## src/pkg/spcg_pkg.sv

```systemverilog
// Package for the sleep port clock gating block: offsets, fields, types.
// Assumes a 32-bit AXI4-Lite register bus and five gated port modules.
package spcg_pkg;
   localparam int          SPCG_NUM_PORTS        = 5;
   localparam int          SPCG_ADDR_W           = 12;
   localparam logic [11:0] SPCG_RUN_GATE_OFF     = 12'h108;
   localparam logic [11:0] SPCG_SLEEP_GATE_OFF   = 12'h118;
   localparam logic [11:0] SPCG_DEEP_GATE_OFF    = 12'h128;
   localparam logic [11:0] SPCG_RUN_CFG_OFF      = 12'h060;
   localparam int          SPCG_AUTO_GATE_BIT    = 27;
   localparam int          SPCG_PORT_A_BIT       = 0;
   localparam int          SPCG_PORT_B_BIT       = 1;
   localparam int          SPCG_PORT_C_BIT       = 2;
   localparam int          SPCG_PORT_D_BIT       = 3;
   localparam int          SPCG_PORT_E_BIT       = 4;
   localparam logic [4:0]  SPCG_GATE_RESET       = 5'h00;
   localparam logic [1:0]  SPCG_RESP_OKAY        = 2'h0;
   localparam logic [1:0]  SPCG_RESP_SLVERR      = 2'h2;

   typedef enum logic [1:0] {
      SPCG_MODE_RUN,
      SPCG_MODE_SLEEP,
      SPCG_MODE_DEEP_SLEEP
   } spcg_power_mode_type;

   typedef struct packed {
      logic        awvalid;
      logic [11:0] awaddr;
      logic        wvalid;
      logic [31:0] wdata;
      logic [3:0]  wstrb;
      logic        bready;
      logic        arvalid;
      logic [11:0] araddr;
      logic        rready;
   } spcg_axil_req_type;

   typedef struct packed {
      logic        awready;
      logic        wready;
      logic        bvalid;
      logic [1:0]  bresp;
      logic        arready;
      logic        rvalid;
      logic [31:0] rdata;
      logic [1:0]  rresp;
   } spcg_axil_rsp_type;
endpackage

```

## src/rtl/spcg_port_guard.sv

```systemverilog
// Per-port access guard: flags a bus access aimed at an unclocked port.
// Assumes the port fabric reports which port each access selects.
`timescale 1ns/100ps
`default_nettype none
module spcg_port_guard #(
   parameter int NUM_PORTS = 5
) (
   input  wire logic [NUM_PORTS-1:0] port_clk_en,
   input  wire logic [NUM_PORTS-1:0] port_access_sel,
   output logic      [NUM_PORTS-1:0] port_fault
);
   genvar i;
   generate
      for (i = 0; i < NUM_PORTS; i++) begin : g_port
         assign port_fault[i] = port_access_sel[i] & ~port_clk_en[i];
      end
   endgenerate
endmodule
`default_nettype wire

```

## src/rtl/spcg_sleep_port_clock_gating.sv

```systemverilog
// Sleep/run/deep-sleep port clock gating registers on AXI4-Lite.
// Assumes a core clock gate cell per port driven by the enables below.
`timescale 1ns/100ps
`default_nettype none
module spcg_sleep_port_clock_gating #(
   parameter int NUM_PORTS = spcg_pkg::SPCG_NUM_PORTS
) (
   input  wire logic                          core_clk,
   input  wire logic                          reset,
   input  wire spcg_pkg::spcg_axil_req_type   axil_req,
   output var spcg_pkg::spcg_axil_rsp_type    axil_rsp,
   input  wire spcg_pkg::spcg_power_mode_type power_mode,
   input  wire logic [NUM_PORTS-1:0]          port_access_sel,
   output logic      [NUM_PORTS-1:0]          port_clk_en,
   output logic      [NUM_PORTS-1:0]          port_fault
);
   typedef struct packed {
      logic [NUM_PORTS-1:0] run_port_clock_gate;
      logic [NUM_PORTS-1:0] sleep_port_clock_gate;
      logic [NUM_PORTS-1:0] deep_sleep_port_clock_gate;
      logic                 auto_gating_select;
      logic                 aw_held;
      logic [11:0]          aw_addr;
      logic                 w_held;
      logic [31:0]          w_data;
      logic [3:0]           w_strb;
      logic                 bvalid;
      logic [1:0]           bresp;
      logic                 rvalid;
      logic [31:0]          rdata;
      logic [1:0]           rresp;
      logic [NUM_PORTS-1:0] clk_en;
   } spcg_state_type;

   spcg_state_type       state;
   spcg_state_type       next_state;
   logic [NUM_PORTS-1:0] gate_sel;
   logic [NUM_PORTS-1:0] sleep_src;
   logic [NUM_PORTS-1:0] deep_src;
   logic [NUM_PORTS-1:0] wr_bits;
   logic                 wr_fire;
   logic                 rd_fire;
   logic [11:0]          wr_word;
   logic [11:0]          rd_word;
   logic                 wr_run_hit;
   logic                 wr_sleep_hit;
   logic                 wr_deep_hit;
   logic                 wr_cfg_hit;
   logic                 wr_lane0;
   logic                 wr_mapped;
   logic                 rd_mapped;
   logic [31:0]          rd_value;

   spcg_port_guard #(
      .NUM_PORTS(NUM_PORTS)
   ) u_guard (
      .port_clk_en    (state.clk_en),
      .port_access_sel(port_access_sel),
      .port_fault     (port_fault)
   );

   // Per port: with auto select off both low-power modes keep the run values
   genvar p;
   generate
      for (p = 0; p < NUM_PORTS; p++) begin : g_src
         assign sleep_src[p] = state.auto_gating_select ? state.sleep_port_clock_gate[p]
                                                        : state.run_port_clock_gate[p];
         assign deep_src[p]  = state.auto_gating_select ? state.deep_sleep_port_clock_gate[p]
                                                        : state.run_port_clock_gate[p];
      end
   endgenerate

   // Pick the gating set for the current power mode
   always_comb begin
      case (power_mode)
         spcg_pkg::SPCG_MODE_RUN:
            gate_sel = state.run_port_clock_gate;
         spcg_pkg::SPCG_MODE_SLEEP:
            gate_sel = sleep_src;
         spcg_pkg::SPCG_MODE_DEEP_SLEEP:
            gate_sel = deep_src;
         default:
            gate_sel = state.run_port_clock_gate;
      endcase
   end

   // A write commits once both beats are held and the last answer is gone
   assign wr_fire = state.aw_held & state.w_held & ~state.bvalid;
   assign rd_fire = axil_req.arvalid & ~state.rvalid;

   // Decode ignores the byte offset within a word
   assign wr_word  = state.aw_addr & 12'hFFC;
   assign rd_word  = axil_req.araddr & 12'hFFC;
   assign wr_lane0 = state.w_strb[0];

   always_comb begin
      wr_run_hit   = (wr_word == spcg_pkg::SPCG_RUN_GATE_OFF);
      wr_sleep_hit = (wr_word == spcg_pkg::SPCG_SLEEP_GATE_OFF);
      wr_deep_hit  = (wr_word == spcg_pkg::SPCG_DEEP_GATE_OFF);
      wr_cfg_hit   = (wr_word == spcg_pkg::SPCG_RUN_CFG_OFF);
      wr_mapped    = wr_run_hit | wr_sleep_hit | wr_deep_hit | wr_cfg_hit;
   end

   // Read data mux; unmapped words answer zero with an error
   always_comb begin
      rd_value  = 32'h0000_0000;
      rd_mapped = 1'b1;
      case (rd_word)
         spcg_pkg::SPCG_RUN_GATE_OFF: begin
            rd_value[NUM_PORTS-1:0] = state.run_port_clock_gate;
         end
         spcg_pkg::SPCG_SLEEP_GATE_OFF: begin
            rd_value[NUM_PORTS-1:0] = state.sleep_port_clock_gate;
         end
         spcg_pkg::SPCG_DEEP_GATE_OFF: begin
            rd_value[NUM_PORTS-1:0] = state.deep_sleep_port_clock_gate;
         end
         spcg_pkg::SPCG_RUN_CFG_OFF: begin
            rd_value[spcg_pkg::SPCG_AUTO_GATE_BIT] = state.auto_gating_select;
         end
         default: begin
            rd_mapped = 1'b0;
         end
      endcase
   end

   always_comb begin
      next_state = state;
      next_state.clk_en = gate_sel;
      // Only whole low byte lane carries the port bits
      wr_bits = state.w_strb[0] ? state.w_data[NUM_PORTS-1:0] : '0;
      if (axil_req.awvalid && !state.aw_held) begin
         next_state.aw_held = 1'b1;
         next_state.aw_addr = axil_req.awaddr;
      end
      if (axil_req.wvalid && !state.w_held) begin
         next_state.w_held = 1'b1;
         next_state.w_data = axil_req.wdata;
         next_state.w_strb = axil_req.wstrb;
      end
      if (wr_fire) begin
         next_state.aw_held = 1'b0;
         next_state.w_held  = 1'b0;
         next_state.bvalid  = 1'b1;
         next_state.bresp   = wr_mapped ? spcg_pkg::SPCG_RESP_OKAY
                                        : spcg_pkg::SPCG_RESP_SLVERR;
         // Clear lane 0 strobe leaves the port bits as they were
         if (wr_run_hit && wr_lane0) begin
            next_state.run_port_clock_gate = wr_bits;
         end
         if (wr_sleep_hit && wr_lane0) begin
            next_state.sleep_port_clock_gate = wr_bits;
         end
         if (wr_deep_hit && wr_lane0) begin
            next_state.deep_sleep_port_clock_gate = wr_bits;
         end
         if (wr_cfg_hit && state.w_strb[3]) begin
            next_state.auto_gating_select = state.w_data[spcg_pkg::SPCG_AUTO_GATE_BIT];
         end
      end
      if (state.bvalid && axil_req.bready) begin
         next_state.bvalid = 1'b0;
      end
      if (rd_fire) begin
         next_state.rvalid = 1'b1;
         next_state.rdata  = rd_value;
         next_state.rresp  = rd_mapped ? spcg_pkg::SPCG_RESP_OKAY
                                       : spcg_pkg::SPCG_RESP_SLVERR;
      end else if (state.rvalid && axil_req.rready) begin
         next_state.rvalid = 1'b0;
      end
   end

   always_ff @(posedge core_clk) begin
      if (reset) begin
         state <= '0;
         state.run_port_clock_gate        <= NUM_PORTS'(spcg_pkg::SPCG_GATE_RESET);
         state.sleep_port_clock_gate      <= NUM_PORTS'(spcg_pkg::SPCG_GATE_RESET);
         state.deep_sleep_port_clock_gate <= NUM_PORTS'(spcg_pkg::SPCG_GATE_RESET);
      end else begin
         state <= next_state;
      end
   end

   // Holding registers accept one address and one data beat each
   always_comb begin
      axil_rsp.awready = ~state.aw_held;
      axil_rsp.wready  = ~state.w_held;
      axil_rsp.bvalid  = state.bvalid;
      axil_rsp.bresp   = state.bresp;
      axil_rsp.arready = ~state.rvalid;
      axil_rsp.rvalid  = state.rvalid;
      axil_rsp.rdata   = state.rdata;
      axil_rsp.rresp   = state.rresp;
   end

   assign port_clk_en = state.clk_en;
endmodule
`default_nettype wire
```

## config.mk

```make
export PLATFORM = sky130hd
export DESIGN_NAME = spcg_sleep_port_clock_gating
export DESIGN_NICKNAME = d
export VERILOG_FILES = /design/src/pkg/spcg_pkg.sv /design/src/rtl/spcg_port_guard.sv /design/src/rtl/spcg_sleep_port_clock_gating.sv
export SDC_FILE = /design/constraint.sdc
export NUM_CORES = 1
export LEC_CHECK = 0
export ABC_AREA = 1
export BUFFER_PORTS_ARGS = -buffer_cell sky130_fd_sc_hd__buf_2
export CAP_MARGIN = 20
export CORE_MARGIN = 4
export CORE_UTILIZATION = 42
export DETAILED_ROUTE_END_ITERATION = 12
export HOLD_SLACK_MARGIN = 0.08
export PLACE_DENSITY_LB_ADDON = 0.25
export SYNTH_ARGS = -nofsm -noshare
export SYNTH_HDL_FRONTEND = slang
export SYNTH_HIERARCHICAL = 1
export SYNTH_SLANG_ARGS = --single-unit
```

## constraint.sdc

```tcl
create_clock -name core_clk -period 1.14 [get_ports core_clk]
set_clock_uncertainty 0.05 [all_clocks]
set_input_delay 0.114 -clock core_clk [delete_from_list [all_inputs] [get_ports core_clk]]
set_output_delay 0.114 -clock core_clk [all_outputs]
set_load 0.005 [all_outputs]
```

==> results of run 1 <==
state kept, by name (all words and copies together) (netlist names):
name and flops:
axil_rsp 10, state 36, port_clk_en 5
where the power goes:
group	internal (mW)	switching, mW
registers	1.86	0.0707
clock network	0.666	0.629
logic	0.310	0.333
cell families after synthesis:
kind of cell / after synthesis / share of synthesized area
AO/OA/AOI/OAI: 70 / 0.133
adder cells (fa/ha/maj): 2 / 0.00924
buffers and inverters: 96 / 0.194
flip-flops: 51 / 0.377
AND/OR/NAND/NOR: 152 / 0.285
other: 1 / 0.00138
timing repair:
action | in CTS | in global routing
pin swaps | 5 | 4
hold buffers | 24 | 1
gates resized for setup | 10 | 23
setup buffers | 1 | 2
setup endpoints to repair | 18 | 32
cloned | 0 | 0
endpoints found under the hold margin | 22 | 1
area by class of cell:
type	instances	area, sq um
tap	75	93.8
clock buffer	5	68.8
inverter	46	174
multi-input combinational	252	1320
clock inverter	3	47.5
sequential	51	1030
fill	548	2570
timing repair buffer	114	793
cell usage in the layout, fill, tap and decap left out, types with 2 or more instances in the layout:
| master | netlist | layout |
|---|---|---|
| buf_2 | 1 | 63 |
| nor2_1 | 57 | 51 |
| dfxtp_1 | 51 | 44 |
| nand2_1 | 42 | 39 |
| inv_1 | 44 | 36 |
| a21oi_1 | 28 | 28 |
| conb_1 | 1 | 28 |
| dlygate4sd3_1 | 0 | 25 |
| nand3_1 | 23 | 23 |
| buf_4 | 44 | 22 |
| o21ai_0 | 25 | 19 |
| nor2_2 | 7 | 13 |
| o21ai_1 | 10 | 10 |
| inv_2 | 1 | 9 |
| dfxtp_2 | 0 | 7 |
| o21ai_2 | 0 | 6 |
| nand2_2 | 2 | 5 |
| o22ai_1 | 5 | 5 |
| clkbuf_8 | 0 | 5 |
| nor2_4 | 4 | 4 |
| nor3_1 | 4 | 4 |
| nand3_4 | 3 | 3 |
| nor3_4 | 2 | 2 |
| ha_1 | 2 | 2 |
| buf_6 | 0 | 2 |
| buf_12 | 0 | 2 |
worst max-delay path by stage:
stage	to	from	slack (ns)	depth (start not counted)
final	state[97]	state[91]	-0.16	7
after global routing	state[99]	state[91]	-0.23	8
after CTS	state[102]	state[91]	-0.17	7
after detailed placement	state[96]	state[84]	-0.19	5
after global placement	state[93]	state[86]	-0.14	6
after floorplan	state[104]	state[90]	-0.08	6
worst max-delay path: stages, from the launching register on:
cell and delay, ns:
dfxtp_2 0.35, nor2_4 0.16, inv_2 0.06, nor2_4 0.14, buf_12 0.12, nand3_2 0.12
o21ai_1 0.17, a21oi_1 0.05
per-layer routing:
| layer | wire (microns) | vias up | GRT usage |
|---|---|---|---|
| met4 | 65 | 0 | 0.0412 |
| met1 | 2850 | 1119 | 0.224 |
| met3 | 463 | 6 | 0.0345 |
| met5 | 0 | - | 0 |
| li1 | - | 1314 | - |
| met2 | 3030 | 87 | 0.295 |
==> flow_metrics.tcl, run 1 <==
set metrics [dict create \
    synth_largest_area_cell "dfxtp_1" \
    cts_sinks 51 \
    tns_ns -2.22 \
    fp.dieW_microns 88.3 \
    regToRegSetupSlack_ns -0.16 \
    start_kind "flip-flop" \
    cts-root-buf "clkbuf_8" \
    grt_use_total 0.172 \
    ys_types 33 \
    status "complete, but fails checks" \
    row_count 28 \
    whs_endpoint "axil_rsp[5]" \
    worstPathArrival_ns 1.46 \
    rr_startpoint "state[91]" \
    initial_core_util 0.444 \
    cts.path.max_buffers 2 \
    synth_edf_count 0 \
    diodes 0 \
    synth_top_cell_area_share 0.377 \
    vias 2526 \
    via_per_inst 4.63 \
    reg2reg_to "state[97]" \
    setup_viol 17 \
    ys_seq_elements 51 \
    core-area_sq_um 6100 \
    grt_first_pass_wirelength_mm 10.7 \
    placed_area_sq_um 3050 \
    nets 546 \
    die_area_sq_um 7800 \
    cts_tree "yes" \
    area_delta_synth_final_pct 30.2 \
    overflow 0 \
    crit_required_ns 1.29 \
    hp-class "in2reg" \
    peakVddDrop_uv 824 \
    antenna_found_initial 0 \
    finalWirelength_mm 6.41 \
    final_cell_count_no_fill 546 \
    end_kind "flip-flop" \
    io-pin-count 125 \
    criticalPathCategory "reg2reg" \
    final_max_slew_viol_count 0 \
    power_per_cell_area_nw_per_um2 1100 \
    fin_util 0.578 \
    detailed_place_hpwl_mm 4.70 \
    yosysWarnings 6 \
    finalCritPeriodShare 1.14 \
    drive_above_1_share 0.325 \
    fin_area_sq_um 3530 \
    drv_cap 0 \
    crit_fanout 5 \
    ys_top_cells_by_area "dfxtp_1 (38%), buf_4 (12%), nor2_1 (7.9%)" \
    cts_buffers 5 \
    r2r_cells 7 \
    hold_depth 3 \
    synthArstFlopShare 0 \
    synth-main-ff-cell "dfxtp_1" \
    first_pass_iters 4 \
    failed_checks "setup timing" \
    ant_nets 0 \
    p_total_mw 3.87 \
    fin_ws_ns -0.165 \
    synth_cells 372 \
    die_h_microns 88.3 \
    clk_latency_ns 0.31 \
    syn_area_sq_um 2710 \
    cts.htree.levels 2 \
    power_leakage_nw 1.66 \
    grt_max_degree 28 \
    synth_common_cells "nor2_1 (57), dfxtp_1 (51), buf_4 (44), inv_1 (44), nand2_1 (42)" \
    routabilityCongestion 0.857 \
    min_period_ns 1.30 \
    hp-start "reset" \
    drc 0 \
    synth_most_common_cell "nor2_1" \
    grt_pass1_vias 2393 \
    pre_cts_slack_ns -0.188 \
    worst_hold_slack_ns 0.120 \
    finalHoldViolCount 0 \
    syn_area_per_cell_sq_um 7.28 \
    ys_seq_area_frac 0.377 \
    rsz0062_at_grt "yes" \
    fmax_mhz 767 \
    routedWlPerCell_microns 11.7 \
    first_iter_violations 87 \
    post-place-cells 510 \
    clk_pin_slew_ns 0.10 \
    io_buffer_count 64 \
]
No activity file was read; power rests on OpenSTA's default activity.
==> run 2: changes to the inputs <==
- MAX_ROUTING_LAYER: unset -> met4
==> run 2 against run 1 <==
The run still ends with setup timing left. Clock power about the same. Combinational power about the same. Via count up 0.44%. Power about the same. Highest routed layer unchanged. Count of clock-buffer cells in the layout is the same.
==> flow_metrics.tcl, run 2 (synthesis results as in run 1) <==
set metrics [dict create \
    status "complete, but fails checks" \
    failed_checks "setup timing" \
    r2r_cells 7 \
    regToRegSetupSlack_ns -0.17 \
    grt_use_total 0.178 \
    worst_hold_slack_ns 0.115 \
    critical-path-top-delay-family "simple AND/OR/NAND/NOR gates" \
    nets 546 \
    area_delta_synth_final_pct 30.2 \
    path_cells "nor2_4 > inv_2 > nor2_4 > buf_12 > nand3_2 > o21ai_1 > a21oi_1" \
    largest_reg_flops 36 \
    fmax_mhz 766 \
    diodes 0 \
    via_per_inst 4.65 \
    initial_core_util 0.444 \
    final_cell_mix "buf_2 (63), nor2_1 (51), dfxtp_1 (44)" \
    finalHoldViolCount 0 \
    setup_viol 17 \
    first_iter_violations 91 \
    first_pass_iters 4 \
    whs_endpoint "axil_rsp[6]" \
    slowest_delay_ns 0.35 \
    clk_pin_slew_ns 0.10 \
    antenna_found_initial 0 \
    cts_sinks 51 \
    tns_ns -2.23 \
    crit_fanout 5 \
    power_leakage_nw 1.66 \
    ant_nets 0 \
    power_per_cell_area_nw_per_um2 1100 \
    grt_pass1_vias 2393 \
    post-place-cells 510 \
    fin_util 0.578 \
    finalWirelength_mm 6.41 \
    final_cell_count_no_fill 546 \
    mostFrequentLayoutCell "buf_2" \
    criticalPathCategory "reg2reg" \
    fin_ws_ns -0.166 \
    peakVddDrop_uv 824 \
    die_h_microns 88.3 \
    vias 2537 \
    io_buffer_count 64 \
    hp-class "in2reg" \
    grt_max_degree 28 \
    largest_register "state" \
    cts_buffers 5 \
    worstPathArrival_ns 1.46 \
    drc 0 \
    cts_tree "yes" \
    io-pin-count 125 \
    overflow 0 \
    start_kind "flip-flop" \
    drv_cap 0 \
    end_kind "flip-flop" \
    core-area_sq_um 6100 \
    hp-start "reset" \
    cts.path.max_buffers 2 \
    rsz0062_at_grt "yes" \
    final_max_slew_viol_count 0 \
    clk_latency_ns 0.31 \
    routedWlPerCell_microns 11.7 \
    cts-root-buf "clkbuf_8" \
    reg2reg_to "state[97]" \
    path_buf_inv 2 \
    detailed_place_hpwl_mm 4.70 \
    row_count 28 \
    crit_top_cell "nor2_4" \
    hold_depth 3 \
    crit_required_ns 1.29 \
    rr_startpoint "state[91]" \
    p_total_mw 3.87 \
    fp.dieW_microns 88.3 \
    routabilityCongestion 0.871 \
    drive_above_1_share 0.325 \
    cts.htree.levels 2 \
    min_period_ns 1.31 \
    die_area_sq_um 7800 \
    grt_first_pass_wirelength_mm 10.7 \
    finalCritPeriodShare 1.15 \
    slowest_stage "dfxtp_2" \
]
-- run 2: cell counts in the layout (fill, tap and decap cells not counted) --
Identical to the previous run, type by type.
-- run 2: layer usage --
metal	GRT usage	part of all wire
met1	0.224	0.45
met4	0.0412	0.010
met5	-	0
met2	0.295	0.47
met3	0.0345	0.070
-- run 2: worst max path at each step --
stage | start | to | slack (ns) | cells past startpoint
after floorplan | state[90] | state[104] | -0.08 | 6
after global placement | state[86] | state[93] | -0.14 | 6
after detailed placement | state[84] | state[96] | -0.19 | 5
after CTS | state[91] | state[102] | -0.17 | 7
after global routing | state[91] | state[99] | -0.23 | 8
final | state[91] | state[97] | -0.17 | 7
-- run 2: what timing repair did --
item | CTS | global route
hold endpoints to repair | 22 | 1
gates resized for setup | 10 | 23
pin swaps | 5 | 4
gates cloned | 0 | 0
endpoints found under the setup margin | 18 | 32
buffers inserted | 1 | 2
hold buffers | 24 | 1
-- run 2: worst register-to-register path, cell delays in order, from the launching register on --
cell	delay [ns]
dfxtp_2	0.35
nor2_4	0.16
inv_2	0.06
nor2_4	0.14
buf_12	0.12
nand3_2	0.12
o21ai_1	0.17
a21oi_1	0.05
-- run 2: metrics by stage --
stage / setup WS [ns] / cell area, sq um
after detailed placement: -0.188 / 3050
after CTS: -0.168 / 3440
after global placement: -0.139 / 3050
after global routing: -0.228 / 3530
after floorplan: -0.0750 / 2810
final: -0.166 / 3530
-- run 2: where the power goes --
part           switching, mW  internal (mW)
sequential            0.0704           1.86
clock                  0.630          0.666
combinational          0.333          0.310
total                   1.03           2.83
-- run 2: final cells by class --
| class | instances | area [sq um] |
|---|---|---|
| clock buffer | 5 | 68.8 |
| sequential | 51 | 1030 |
| clock inverter | 3 | 47.5 |
| tap | 75 | 93.8 |
| fill | 548 | 2570 |
| timing repair buffer | 114 | 793 |
| multi-input combinational | 252 | 1320 |
| inverter | 46 | 174 |
